[src/shared/mobp_pkg.sv]
// Shared constants for the measurement output buffer port
package mobp_pkg;
  localparam int MSG_LEN    = 21;
  localparam int FIFO_DEPTH = 8;
  localparam int FIFO_WIDTH = 8;
  localparam int DIGITS     = 11;
  localparam int DP_MAX     = 11;
  localparam logic [7:0] CH_PLUS  = 8'h2B;
  localparam logic [7:0] CH_MINUS = 8'h2D;
  localparam logic [7:0] CH_DOT   = 8'h2E;
  localparam logic [7:0] CH_ZERO  = 8'h30;
  localparam logic [7:0] CH_EXP   = 8'h45;
  localparam logic [7:0] CH_CR    = 8'h0D;
  localparam logic [7:0] CH_LF    = 8'h0A;
  localparam logic [4:0] LAST_IDX = 5'h14;
  typedef enum logic [1:0] {MOBP_IDLE, MOBP_SEND, MOBP_DRAIN} mobp_state_t;
endpackage

[src/rtl/mobp_port.sv]
// Output buffer and 21-byte message talker for the bus
`timescale 1ns/100ps
module mobp_port
  import mobp_pkg::*;
(
  // Clock and reset
  input  wire logic        clock,
  input  wire logic        resetn,
  input  wire logic        enable,
  // Mode and addressing
  input  wire logic        talk_only,
  input  wire logic        addr_talk,
  input  wire logic        addr_listen,
  input  wire logic        hold_mode,
  input  wire logic        reset_key,
  // Measurement engine
  input  wire logic        cycle_done,
  input  wire logic [15:0] func_letters,
  input  wire logic        value_neg,
  input  wire logic [43:0] value_bcd,
  input  wire logic [3:0]  point_pos,
  input  wire logic        exp_neg,
  input  wire logic [7:0]  exp_bcd,
  output logic             cycle_start,
  output logic             rate_hold,
  // Command gate
  input  wire logic        cmd_valid,
  output logic             cmd_accept,
  // Talker handshake
  output logic             talk_valid,
  input  wire logic        talk_ready,
  output logic [7:0]       talk_data,
  output logic             talk_eoi,
  output logic             buffer_full,
  output logic             dropped
);
  logic [15:0] buf_letters;
  logic        buf_neg;
  logic [43:0] buf_bcd;
  logic [3:0]  buf_point;
  logic        buf_eneg;
  logic [7:0]  buf_exp;
  logic [15:0] pend_letters;
  logic        pend_neg;
  logic [43:0] pend_bcd;
  logic [3:0]  pend_point;
  logic        pend_eneg;
  logic [7:0]  pend_exp;
  logic        pending;
  logic        in_progress;
  logic        talk_enabled;
  logic        load_now;
  logic [4:0]  idx;
  logic [7:0]  next_byte;
  logic        fifo_in_ready;
  logic        fifo_empty;
  logic        fifo_out_valid;
  logic [7:0]  fifo_out_data;
  logic        fifo_push;
  logic        lf_taken;
  logic [4:0]  sent_cnt;
  mobp_state_t state;

  // Talking allowed by talk-only or by being addressed
  assign talk_enabled = talk_only || addr_talk;
  // Load on cycle end, deferred while a message is on its way
  assign load_now  = (cycle_done || pending) && !in_progress;
  assign cmd_accept = cmd_valid && !talk_only && addr_listen;
  assign cycle_start = hold_mode && reset_key;
  assign rate_hold   = hold_mode;

  always_ff @(posedge clock or negedge resetn) begin
    if (!resetn) begin
      pending <= 1'b0;
    end else if (enable) begin
      if (load_now) pending <= 1'b0;
      else if (cycle_done) pending <= 1'b1;
    end
  end

  always_ff @(posedge clock or negedge resetn) begin
    if (!resetn) begin
      buf_letters <= 16'h0000;
      buf_neg     <= 1'b0;
      buf_bcd     <= '0;
      buf_point   <= 4'h0;
      buf_eneg    <= 1'b0;
      buf_exp     <= 8'h00;
      dropped     <= 1'b0;
    end else if (enable) begin
      dropped <= 1'b0;
      if (cycle_done && !in_progress) begin
        buf_letters <= func_letters;
        buf_neg     <= value_neg;
        buf_bcd     <= value_bcd;
        buf_point   <= point_pos;
        buf_eneg    <= exp_neg;
        buf_exp     <= exp_bcd;
        dropped     <= buffer_full || pending;
      end else if (cycle_done) begin
        dropped     <= pending;
      end else if (pending && !in_progress) begin
        buf_letters <= pend_letters;
        buf_neg     <= pend_neg;
        buf_bcd     <= pend_bcd;
        buf_point   <= pend_point;
        buf_eneg    <= pend_eneg;
        buf_exp     <= pend_exp;
      end
    end
  end

  // Result parked while a message is on its way
  always_ff @(posedge clock or negedge resetn) begin
    if (!resetn) begin
      pend_letters <= 16'h0000;
      pend_neg     <= 1'b0;
      pend_bcd     <= 44'h00000000000;
      pend_point   <= 4'h0;
      pend_eneg    <= 1'b0;
      pend_exp     <= 8'h00;
    end else if (enable && cycle_done && in_progress) begin
      pend_letters <= func_letters;
      pend_neg     <= value_neg;
      pend_bcd     <= value_bcd;
      pend_point   <= point_pos;
      pend_eneg    <= exp_neg;
      pend_exp     <= exp_bcd;
    end
  end

  // Full flag: set wins over the clear at end of message
  always_ff @(posedge clock or negedge resetn) begin
    if (!resetn) begin
      buffer_full <= 1'b0;
    end else if (enable) begin
      if (load_now) buffer_full <= 1'b1;
      else if (lf_taken) buffer_full <= 1'b0;
    end
  end

  // Byte builder for the fixed message layout
  always_comb begin
    next_byte = CH_ZERO;
    if (idx == 5'h00) begin
      next_byte = buf_letters[15:8];
    end else if (idx == 5'h01) begin
      next_byte = buf_letters[7:0];
    end else if (idx == 5'h02) begin
      next_byte = buf_neg ? CH_MINUS : CH_PLUS;
    end else if (idx <= 5'h0E) begin
      // Positions 3..14: 11 digits with a point after digit point_pos
      if (idx - 5'h03 == {1'b0, buf_point}) begin
        next_byte = CH_DOT;
      end else if (idx - 5'h03 < {1'b0, buf_point}) begin
        next_byte = CH_ZERO | {4'h0, buf_bcd[43 - 4*(idx - 5'h03) -: 4]};
      end else begin
        next_byte = CH_ZERO | {4'h0, buf_bcd[43 - 4*(idx - 5'h04) -: 4]};
      end
    end else if (idx == 5'h0F) begin
      next_byte = CH_EXP;
    end else if (idx == 5'h10) begin
      next_byte = buf_eneg ? CH_MINUS : CH_PLUS;
    end else if (idx == 5'h11) begin
      next_byte = CH_ZERO | {4'h0, buf_exp[7:4]};
    end else if (idx == 5'h12) begin
      next_byte = CH_ZERO | {4'h0, buf_exp[3:0]};
    end else if (idx == 5'h13) begin
      next_byte = CH_CR;
    end else begin
      next_byte = CH_LF;
    end
  end

  assign fifo_push = (state == MOBP_SEND) && fifo_in_ready;

  // Sequencer: starts only on a full buffer and an enabled talker
  always_ff @(posedge clock or negedge resetn) begin
    if (!resetn) begin
      state       <= MOBP_IDLE;
      idx         <= 5'h00;
      in_progress <= 1'b0;
    end else if (enable) begin
      unique case (state)
        MOBP_IDLE: begin
          if (buffer_full && !load_now && talk_enabled) begin
            state       <= MOBP_SEND;
            idx         <= 5'h00;
            in_progress <= 1'b1;
          end
        end
        MOBP_SEND: begin
          if (fifo_push) begin
            if (idx == LAST_IDX) state <= MOBP_DRAIN;
            else idx <= idx + 5'h01;
          end
        end
        MOBP_DRAIN: begin
          if (lf_taken) begin
            state       <= MOBP_IDLE;
            in_progress <= 1'b0;
          end
        end
      endcase
    end
  end

  mobp_fifo #(
    .WIDTH (FIFO_WIDTH),
    .DEPTH (FIFO_DEPTH)
  ) u_fifo (
    .clock     (clock),
    .resetn    (resetn),
    .enable    (enable),
    .flush     (1'b0),
    .in_valid  (state == MOBP_SEND),
    .in_ready  (fifo_in_ready),
    .in_data   (next_byte),
    .out_valid (fifo_out_valid),
    .out_ready (talk_ready && talk_enabled),
    .out_data  (fifo_out_data),
    .empty     (fifo_empty)
  );

  // Empty buffer means no valid byte: handshake stalls
  assign talk_valid = fifo_out_valid && talk_enabled;
  assign talk_data  = fifo_out_data;
  assign talk_eoi   = talk_valid && (fifo_out_data == CH_LF) && (sent_cnt == LAST_IDX);
  assign lf_taken   = talk_eoi && talk_ready;

  always_ff @(posedge clock or negedge resetn) begin
    if (!resetn) begin
      sent_cnt <= 5'h00;
    end else if (enable && talk_valid && talk_ready) begin
      sent_cnt <= (sent_cnt == LAST_IDX) ? 5'h00 : sent_cnt + 5'h01;
    end
  end

  message_length_a: assert property (@(posedge clock) disable iff (!resetn)
    (enable && talk_valid && talk_ready && sent_cnt == LAST_IDX) |-> talk_data == CH_LF)
    else $error("byte 21 of a message is not LF");
  empty_after_lf_a: assert property (@(posedge clock) disable iff (!resetn)
    (enable && lf_taken && !load_now) |=> !buffer_full)
    else $error("buffer not emptied after message");
  stall_empty_a: assert property (@(posedge clock) disable iff (!resetn)
    !in_progress |-> !talk_valid)
    else $error("byte offered from empty buffer");
  defer_load_a: assert property (@(posedge clock) disable iff (!resetn)
    (enable && cycle_done && in_progress) |=> $stable(buf_bcd))
    else $error("buffer changed during transfer");
  deferred_done_a: assert property (@(posedge clock) disable iff (!resetn)
    (enable && cycle_done && in_progress) |=> pending || buffer_full)
    else $error("deferred result lost");
  overwrite_a: assert property (@(posedge clock) disable iff (!resetn)
    (enable && cycle_done && !in_progress) |=> buf_bcd == $past(value_bcd))
    else $error("buffer not overwritten");
  listen_only_a: assert property (@(posedge clock) disable iff (!resetn)
    cmd_accept |-> (addr_listen && !talk_only))
    else $error("command accepted while not listener");
  start_full_a: assert property (@(posedge clock) disable iff (!resetn)
    (state == MOBP_IDLE ##1 state == MOBP_SEND) |-> $past(buffer_full))
    else $error("message started from empty buffer");
  deferred_load_a: assert property (@(posedge clock) disable iff (!resetn)
    (enable && pending && !in_progress && !cycle_done) |=> buf_bcd == $past(pend_bcd))
    else $error("deferred result not loaded");
  pend_full_a: assert property (@(posedge clock) disable iff (!resetn)
    (enable && pending && !in_progress && !cycle_done) |=> buffer_full)
    else $error("deferred load did not fill buffer");
  talk_only_load_a: assert property (@(posedge clock) disable iff (!resetn)
    (enable && talk_only && cycle_done && !in_progress) |=> buffer_full)
    else $error("talk-only cycle end did not load");
  overwrite_drop_a: assert property (@(posedge clock) disable iff (!resetn)
    (enable && cycle_done && !in_progress && buffer_full) |=> dropped)
    else $error("overwrite not flagged");
  byte_hold_a: assert property (@(posedge clock) disable iff (!resetn)
    (enable && talk_valid && !talk_ready) |=> !talk_enabled || (talk_valid && $stable(talk_data)))
    else $error("offered byte withdrawn before taken");
  wait_load_a: assert property (@(posedge clock) disable iff (!resetn)
    (enable && state == MOBP_IDLE && load_now) |=> state == MOBP_IDLE)
    else $error("message started during a load");
  lf_done_a: assert property (@(posedge clock) disable iff (!resetn)
    (enable && lf_taken) |=> !in_progress)
    else $error("transfer not closed after LF");
  talk_off_a: assert property (@(posedge clock) disable iff (!resetn)
    (!talk_only && !addr_talk) |-> !talk_valid)
    else $error("byte offered while not talker");
  full_stays_a: assert property (@(posedge clock) disable iff (!resetn)
    (enable && buffer_full && !lf_taken) |=> buffer_full)
    else $error("buffer emptied before message end");
endmodule

[src/rtl/mobp_fifo.sv]
// Byte FIFO between the message sequencer and the bus talker
`timescale 1ns/100ps
module mobp_fifo
  import mobp_pkg::*;
#(
  parameter int WIDTH = FIFO_WIDTH,
  parameter int DEPTH = FIFO_DEPTH
) (
  // Clock and reset
  input  wire logic             clock,
  input  wire logic             resetn,
  input  wire logic             enable,
  input  wire logic             flush,
  // Write side
  input  wire logic             in_valid,
  output logic                  in_ready,
  input  wire logic [WIDTH-1:0] in_data,
  // Read side
  output logic                  out_valid,
  input  wire logic             out_ready,
  output logic      [WIDTH-1:0] out_data,
  output logic                  empty
);
  localparam int AW = $clog2(DEPTH);
  logic [WIDTH-1:0] mem [DEPTH];
  logic [AW-1:0]    wr_ptr;
  logic [AW-1:0]    rd_ptr;
  logic [AW:0]      count;
  logic             push;
  logic             pop;

  assign in_ready  = (count != (AW+1)'(DEPTH));
  assign out_valid = (count != '0);
  assign empty     = (count == '0);
  assign push      = in_valid && in_ready;
  assign pop       = out_valid && out_ready;
  assign out_data  = mem[rd_ptr];

  always_ff @(posedge clock) begin
    if (enable && push) begin
      mem[wr_ptr] <= in_data;
    end
  end

  always_ff @(posedge clock or negedge resetn) begin
    if (!resetn) begin
      wr_ptr <= '0;
      rd_ptr <= '0;
      count  <= '0;
    end else if (enable) begin
      if (flush) begin
        wr_ptr <= '0;
        rd_ptr <= '0;
        count  <= '0;
      end else begin
        if (push) wr_ptr <= wr_ptr + 1'b1;
        if (pop) rd_ptr <= rd_ptr + 1'b1;
        count <= count + (AW+1)'(push) - (AW+1)'(pop);
      end
    end
  end
endmodule

[config.mk]
export PLATFORM = sky130hd
export DESIGN_NAME = mobp_port
export DESIGN_NICKNAME = d
export VERILOG_FILES = /design/src/shared/mobp_pkg.sv /design/src/rtl/mobp_port.sv /design/src/rtl/mobp_fifo.sv
export SDC_FILE = /design/constraint.sdc
export NUM_CORES = 1
export LEC_CHECK = 0
export BUFFER_PORTS_ARGS = -buffer_cell sky130_fd_sc_hd__buf_2
export CAP_MARGIN = 20
export CELL_PAD_IN_SITES_DETAIL_PLACEMENT = 1
export CELL_PAD_IN_SITES_GLOBAL_PLACEMENT = 1
export CORE_ASPECT_RATIO = 1.1
export CORE_MARGIN = 1
export CORE_UTILIZATION = 50
export CTS_BUF_LIST = sky130_fd_sc_hd__clkbuf_2
export CTS_CLUSTER_DIAMETER = 200
export DETAILED_ROUTE_END_ITERATION = 8
export GPL_ROUTABILITY_DRIVEN = 0
export PLACE_DENSITY_LB_ADDON = 0.1
export SETUP_SLACK_MARGIN = 0.3
export SYNTH_ARGS = -nofsm -noshare
export SYNTH_HDL_FRONTEND = slang
export SYNTH_HIERARCHICAL = 1
export SYNTH_SLANG_ARGS = --single-unit
[constraint.sdc]
create_clock -name clock -period 5.5 [get_ports clock]
set_input_delay 1.1 -clock clock [delete_from_list [all_inputs] [get_ports clock]]
set_output_delay 1.1 -clock clock [all_outputs]
set_load 0.1 [all_outputs]
==> results of run 1 <==
metal layers:
metal / routed length, microns / up-vias / track usage (%)
met5: 0 / - / 0
met4: 872 / 0 / 11.6
met3: 1180 / 61 / 5.28
met2: 14600 / 177 / 43.6
met1: 11600 / 4052 / 29.3
li1: - / 3870 / -
critical path: cells and delay by family, from the launching register on:
family | cells | cell delay [ns]
AND/OR/NAND/NOR | 4 | 1.24
buffers and inverters | 1 | 0.46
multiplexers | 1 | 0.41
flip-flops | 1 | 0.89
sequential cells by signal, summed over array words and instances, names as in the netlist:
signal         flops
in_progress        1
u_fifo/wr_ptr      3
buf_bcd           44
u_fifo/count       4
pending            1
idx                5
buffer_full        1
buf_point          4
pend_eneg          1
pend_letters      16
pend_bcd          44
pend_neg           1
buf_exp            8
u_fifo/rd_ptr      3
buf_neg            1
state              2
pend_point         4
u_fifo/mem        64
pend_exp           8
buf_letters       16
buf_eneg           1
sent_cnt           5
dropped            1
worst min path at each step:
stage / to / slack (ns) / depth (start not counted)
2_1_floorplan: buf_exp[7]$_DFFE_PN0P_ / 0.44 / 2
3_3_place_gp: buf_bcd[19]$_DFFE_PN0P_ / 0.46 / 2
3_5_place_dp: buf_bcd[36]$_DFFE_PN0P_ / 0.47 / 2
4_1_cts: buffer_full$_DFFE_PN0P_ / 0.27 / 1
5_1_grt: buffer_full$_DFFE_PN0P_ / 0.32 / 1
6_report: sent_cnt[4]$_DFFE_PN0P_ / 0.30 / 1
power groups by stage:
| stage | sequential [uW] | clock (uW) | combinational [uW] |
|---|---|---|---|
| after floorplan | 2720 | 0 | 2560 |
| after global placement | 2860 | 0 | 3180 |
| after detailed placement | 2890 | 0 | 3290 |
| after CTS | 2850 | 1470 | 3320 |
| after global routing | 2910 | 1540 | 3670 |
| final | 2850 | 1410 | 3320 |
final cells by class:
type | count | area share, %
Sequential cell | 238 | 48.0
Multi-Input combinational cell | 671 | 38.3
Timing Repair Buffer | 111 | 4.72
Clock buffer | 100 | 3.83
Tap cell | 300 | 2.87
Clock inverter | 17 | 1.30
Inverter | 33 | 0.966
Antenna cell | 1 | 0.0191
stage by stage:
step | cell area (sq um) | utilization (%) | setup WS [ns] | power (uW) | cells
floorplan | 11600 | - | 1.18 | 5280 | 998
global placement | 12400 | 54.4 | 0.794 | 6050 | 1353
detailed placement | 12400 | 54.4 | 0.653 | 6180 | 1353
CTS | 13100 | 57.3 | 0.535 | 7640 | 1470
global route | 13100 | 57.4 | 0.376 | 8110 | 1471
finish | 13100 | 57.4 | 0.622 | 7590 | 1471
==> impl_metrics.py, run 1 <==
metrics = {
    "route": {
        "drt-pass1-iter-count": 5,
        "drt_iter0_drc": 259,
        "ant_nets": 0,
        "drc": 0,
        "routed_wl_mm": 28.2,
        "wire_per_inst_microns": 19.2,
        "vias_per_cell": 5.55,
        "via_count": 8160,
    },
    "clocking": {
        "clock_latency_ns": 0.84,
        "cts_hold_buf": 0,
        "clkSinkCount": 238,
        "postCtsSetupRepairBufs": 0,
        "htreeDepth": 3,
        "cts_tree": "yes",
        "postCtsResizedCells": 0,
        "numCtsBuffers": 66,
        "clockRootBuffer": "clkbuf_2",
        "clk_pin_slew_ns": 0.10,
        "clockBufferDepth": 3,
    },
    "floorplan": {
        "rows": 58,
        "die-area_sq_mm": 0.0238,
        "ioPinCount": 100,
        "coreArea_sq_mm": 0.0228,
        "die_h_microns": 162,
        "initial_core_util_pct": 50.9,
        "die_w_microns": 147,
    },
    "critical_path": {
        "max_stage_delay_ns": 0.89,
        "crit_path_frequent_cell": "nand2_1",
        "cp_max_fo": 19,
        "r2r_start": "idx[1]$_DFFE_PN0P_",
        "worstPathCellList": "mux4_2, nand2_1, nand2_1, nor4b_1, and4_1, buf_2",
        "worstSetupEndpointType": "output port",
        "r2r_slack_ns": 0.70,
        "reg2reg_depth": 14,
        "crit_path_start": "u_fifo/rd_ptr[1]$_DFFE_PN0P_",
        "critPathSlowestCell": "dfrtp_1",
        "critPathKind": "flip-flop to output port",
        "r2r-end": "u_fifo/mem[7][2]$_DFFE_PP_",
        "critPathArrivalTime_ns": 3.78,
        "crit_path_end": "talk_eoi",
        "start_kind": "flip-flop",
        "critPathRequiredTime_ns": 4.40,
    },
    "flow_run": {
        "cap_violations": 0,
    },
    "cells_and_area": {
        "multi_input_area_sq_mm": 0.00501,
        "layout.cells.most_common": "dfrtp_1",
        "fill_cells": 2486,
        "area_growth_pct": 12.7,
        "drive_above_1_share_pct": 28.2,
        "nets": 1233,
        "final_cell_mix": "dfrtp_1 (174), nand2_1 (139), clkbuf_2 (100), o21ai_0 (99), buf_2 (98)",
        "seqCellArea_sq_mm": 0.00628,
    },
    "timing": {
        "grt_setup_unrepaired": "no",
        "clock-skew-final_ns": 0.0762,
        "timing.slew.headroom_pct": 30.7,
        "finalHoldViolations": 0,
        "post-route-period-util_pct": 88.7,
        "setup_violations": 0,
        "period_needed_ns": 4.88,
        "hold_slack_ns": 0.299,
        "setup_tns_ns": 0,
        "final_max_slew_viol_count": 0,
        "worst_pin_slew_ns": 1.04,
        "clock.fmax_ghz": 0.205,
    },
    "power_and_ir_drop": {
        "comb_power_share_pct": 43.8,
        "leakage_uw": 0.00619,
        "pwr_density_cell_mw_per_mm2": 580,
        "p_switching_uw": 3230,
        "peakVddDrop_mv": 0.355,
        "p_clk_share_pct": 18.6,
        "p_int_uw": 4350,
        "seq_power_share_pct": 37.6,
        "switching_share_pct": 42.6,
    },
    "global_route": {
        "grt_usage_pct": 24.9,
        "grt_start_max_net_pins": 130,
        "grt_pass1_vias": 8982,
        "antenna_found_initial": 1,
        "grt_pass1_wl_mm": 46.2,
        "grt.overflow.total": 0,
    },
    "synth": {
        "syn_avg_cell_area_sq_um": 11.7,
        "synth_warnings": 6,
        "syn_inst": 993,
        "netlist_area_sq_mm": 0.0116,
    },
    "outcome": {
        "status": "complete, no violations",
    },
    "placed_design": {
        "place.port_buffers": 99,
        "place.detailed.hpwl_mm": 19.6,
    },
    "worst_hold_path": {
        "hold_class": "input port to asynchronous set/reset pin",
    },
}
Note: power is estimated with default switching activity, not from simulation.
==> inputs of run 2 (changes only) <==
--- a/config.mk
+++ b/config.mk
@@ -11,8 +11,7 @@
 export CELL_PAD_IN_SITES_GLOBAL_PLACEMENT = 1
 export CORE_ASPECT_RATIO = 1.1
 export CORE_MARGIN = 1
-export CORE_UTILIZATION = 50
-export CTS_BUF_LIST = sky130_fd_sc_hd__clkbuf_2
+export CORE_UTILIZATION = 48
 export CTS_CLUSTER_DIAMETER = 200
 export DETAILED_ROUTE_END_ITERATION = 8
 export GPL_ROUTABILITY_DRIVEN = 0
==> constraint.sdc (replaced) <==
create_clock -name clock -period 5.5 [get_ports clock]
set_input_delay 1.1 -clock clock [delete_from_list [all_inputs] [get_ports clock]]
set_output_delay 1.1 -clock clock [all_outputs]
set_load 0.02 [all_outputs]
==> run 2 against run 1 <==
Register-to-register slack is essentially flat; sequential power is essentially flat; flip-flop and latch count is the same; clock skew shrank 0.069 ns; setup slack gained 0.067 ns; wire length shrank 0.32%; clock power grew 20%; clock-buffer cell count shrank 66; total power shrank 1.2%; critical path depth grew 8; sequential share of layout area shrank 0.58 points; critical path type is now flip-flop to flip-flop; largest cell class unchanged; highest routed layer unchanged.
==> impl_metrics.py, run 2 (synthesis results as in run 1) <==
metrics = {
    "outcome": {
        "status": "complete, no violations",
    },
    "clocking": {
        "htreeDepth": 1,
        "clockRootBuffer": "clkbuf_16",
        "numCtsBuffers": 26,
        "clkSinkCount": 238,
        "cts_hold_buf": 0,
        "clock_latency_ns": 0.52,
        "clk_pin_slew_ns": 0.06,
        "postCtsSetupRepairBufs": 0,
        "cts_tree": "yes",
        "clockBufferDepth": 3,
    },
    "global_route": {
        "use_met1_pct": 29.0,
        "grt_pass1_wl_mm": 45.4,
        "grt.met2_usage_pct": 43.2,
        "grt_start_max_net_pins": 150,
        "grt.met3_usage_pct": 2.72,
        "grt_pass1_vias": 8538,
        "antenna_found_initial": 0,
        "grt_usage_pct": 23.7,
        "busiest_layer": "met2",
        "grt.overflow.total": 0,
    },
    "floorplan": {
        "die_w_microns": 150,
        "rows": 59,
        "die_h_microns": 165,
        "ioPinCount": 100,
        "coreArea_sq_mm": 0.0237,
        "initial_core_util_pct": 49.0,
        "die-area_sq_mm": 0.0248,
    },
    "cells_and_area": {
        "final_cell_mix": "dfrtp_1 (173), nand2_1 (139), o21ai_0 (99), buf_2 (98), mux2i_1 (81)",
        "diodes": 0,
        "nets": 1193,
        "largest_reg_flops": 64,
        "largest_register": "u_fifo/mem",
        "area_growth_pct": 14.2,
        "layout.cells.most_common": "dfrtp_1",
        "fill_cells": 2486,
        "post-route-util_pct": 55.9,
        "largestRegisters": "u_fifo/mem x64, buf_bcd x44, pend_bcd x44",
        "drive_above_1_share_pct": 24.1,
    },
    "route": {
        "drc": 0,
        "via_count": 7914,
        "drt-pass1-iter-count": 4,
        "ant_nets": 0,
        "wire_per_inst_microns": 20.0,
        "drt_iter0_drc": 308,
        "routed_wl_mm": 28.2,
        "vias_per_cell": 5.63,
    },
    "worst_hold_path": {
        "hold_class": "flip-flop to flip-flop",
    },
    "power_and_ir_drop": {
        "power_uw": 7500,
        "peakVddDrop_mv": 0.304,
        "leakage_uw": 0.00611,
        "pwr_density_cell_mw_per_mm2": 566,
    },
    "placed_design": {
        "place.port_buffers": 99,
        "place.detailed.hpwl_mm": 19.6,
    },
    "critical_path": {
        "crit_path_start": "idx[1]$_DFFE_PN0P_",
        "r2r-end": "u_fifo/mem[5][2]$_DFFE_PP_",
        "critPathKind": "flip-flop to flip-flop",
        "r2r_slack_ns": 0.69,
        "critPathArrivalTime_ns": 5.01,
        "reg2reg_depth": 14,
        "critPathRequiredTime_ns": 5.70,
        "cp_max_fo": 11,
        "start_kind": "flip-flop",
        "worstSetupEndpointType": "flip-flop",
        "crit_path_end": "u_fifo/mem[5][2]$_DFFE_PP_",
        "r2r_start": "idx[1]$_DFFE_PN0P_",
    },
    "timing": {
        "clock.fmax_ghz": 0.208,
        "worst_pin_slew_ns": 1.05,
        "period_needed_ns": 4.81,
        "setup_tns_ns": 0,
        "setup_violations": 0,
        "final_max_slew_viol_count": 0,
        "finalHoldViolations": 0,
        "post-route-period-util_pct": 87.5,
        "grt_setup_unrepaired": "no",
        "timing.slew.headroom_pct": 29.4,
        "clock-skew-final_ns": 0.00765,
    },
    "flow_run": {
        "cap_violations": 0,
    },
}
## run 2: cell types whose count changed in the layout (fill, tap and decap cells not counted), moves of 2 or more
cell,delta
clkbuf_16,+27
clkbuf_1,+6
clkinv_2,+6
bufinv_16,-2
clkbuf_2,-100
clkinv_1,-7
nor3_1,-2
nor3_2,+2
## run 2: worst min-delay path by stage
stage,from,endpoint,slack (ns),depth (start not counted)
finish,buf_letters[14]$_DFFE_PN0P_,buf_letters[14]$_DFFE_PN0P_,0.48,2
floorplan,buf_exp[7]$_DFFE_PN0P_,buf_exp[7]$_DFFE_PN0P_,0.44,2
global placement,buf_bcd[19]$_DFFE_PN0P_,buf_bcd[19]$_DFFE_PN0P_,0.46,2
detailed placement,buf_bcd[19]$_DFFE_PN0P_,buf_bcd[19]$_DFFE_PN0P_,0.48,2
CTS,buf_letters[14]$_DFFE_PN0P_,buf_letters[14]$_DFFE_PN0P_,0.49,2
global route,pend_bcd[11]$_DFFE_PN0P_,pend_bcd[11]$_DFFE_PN0P_,0.51,1
## run 2: report_power, final
group	leakage [uW]	internal, uW	switching [uW]
Clock	0.000409	1000	693
Combinational	0.00298	1200	1730
Sequential	0.00271	2500	380
## run 2: worst max-delay path: stages (launching register included)
cell     delay [ns]
dfrtp_1        0.51
and2_1         0.29
nor2_1         0.10
xnor2_2        0.25
ha_1           0.32
a21oi_1        0.27
nand2_1        0.14
or3_1          0.35
mux2_2         0.29
ha_1           0.44
inv_4          0.22
mux4_2         0.51
or3_1          0.31
a31oi_1        0.23
o21ai_1        0.23
## run 2: what timing repair did
item	in CTS	in global routing
gates resized for setup	0	6
setup endpoints to repair	0	32
endpoints found under the hold margin	0	0
## run 2: area by class of cell
type / instances / area (sq um) / area share (%)
clock buffer: 34 / 712 / 5.38
clock inverter: 14 / 118 / 0.888
timing repair buffer: 111 / 604 / 4.56
inverter: 33 / 126 / 0.954
tap: 305 / 382 / 2.88
sequential: 238 / 6280 / 47.4
multi-input combinational: 671 / 5020 / 37.9
## run 2: per-stage QoR
step                setup WS [ns]  std cells  instance area (sq um)  hold slack [ns]
finish                      0.689       1406                  13200            0.483
global route                0.396       1406                  13200            0.514
CTS                         0.431       1406                  13200            0.485
detailed placement          0.484       1358                  12400            0.479
global placement            0.700       1358                  12400            0.459
floorplan                    1.18        998                  11600            0.441
## run 2: layer usage
metal  vias up  wire length (microns)
met4         0                    884
met5         -                      0
li1       3734                      -
met3        54                    885
met1      3979                  11800
met2       147                  14500
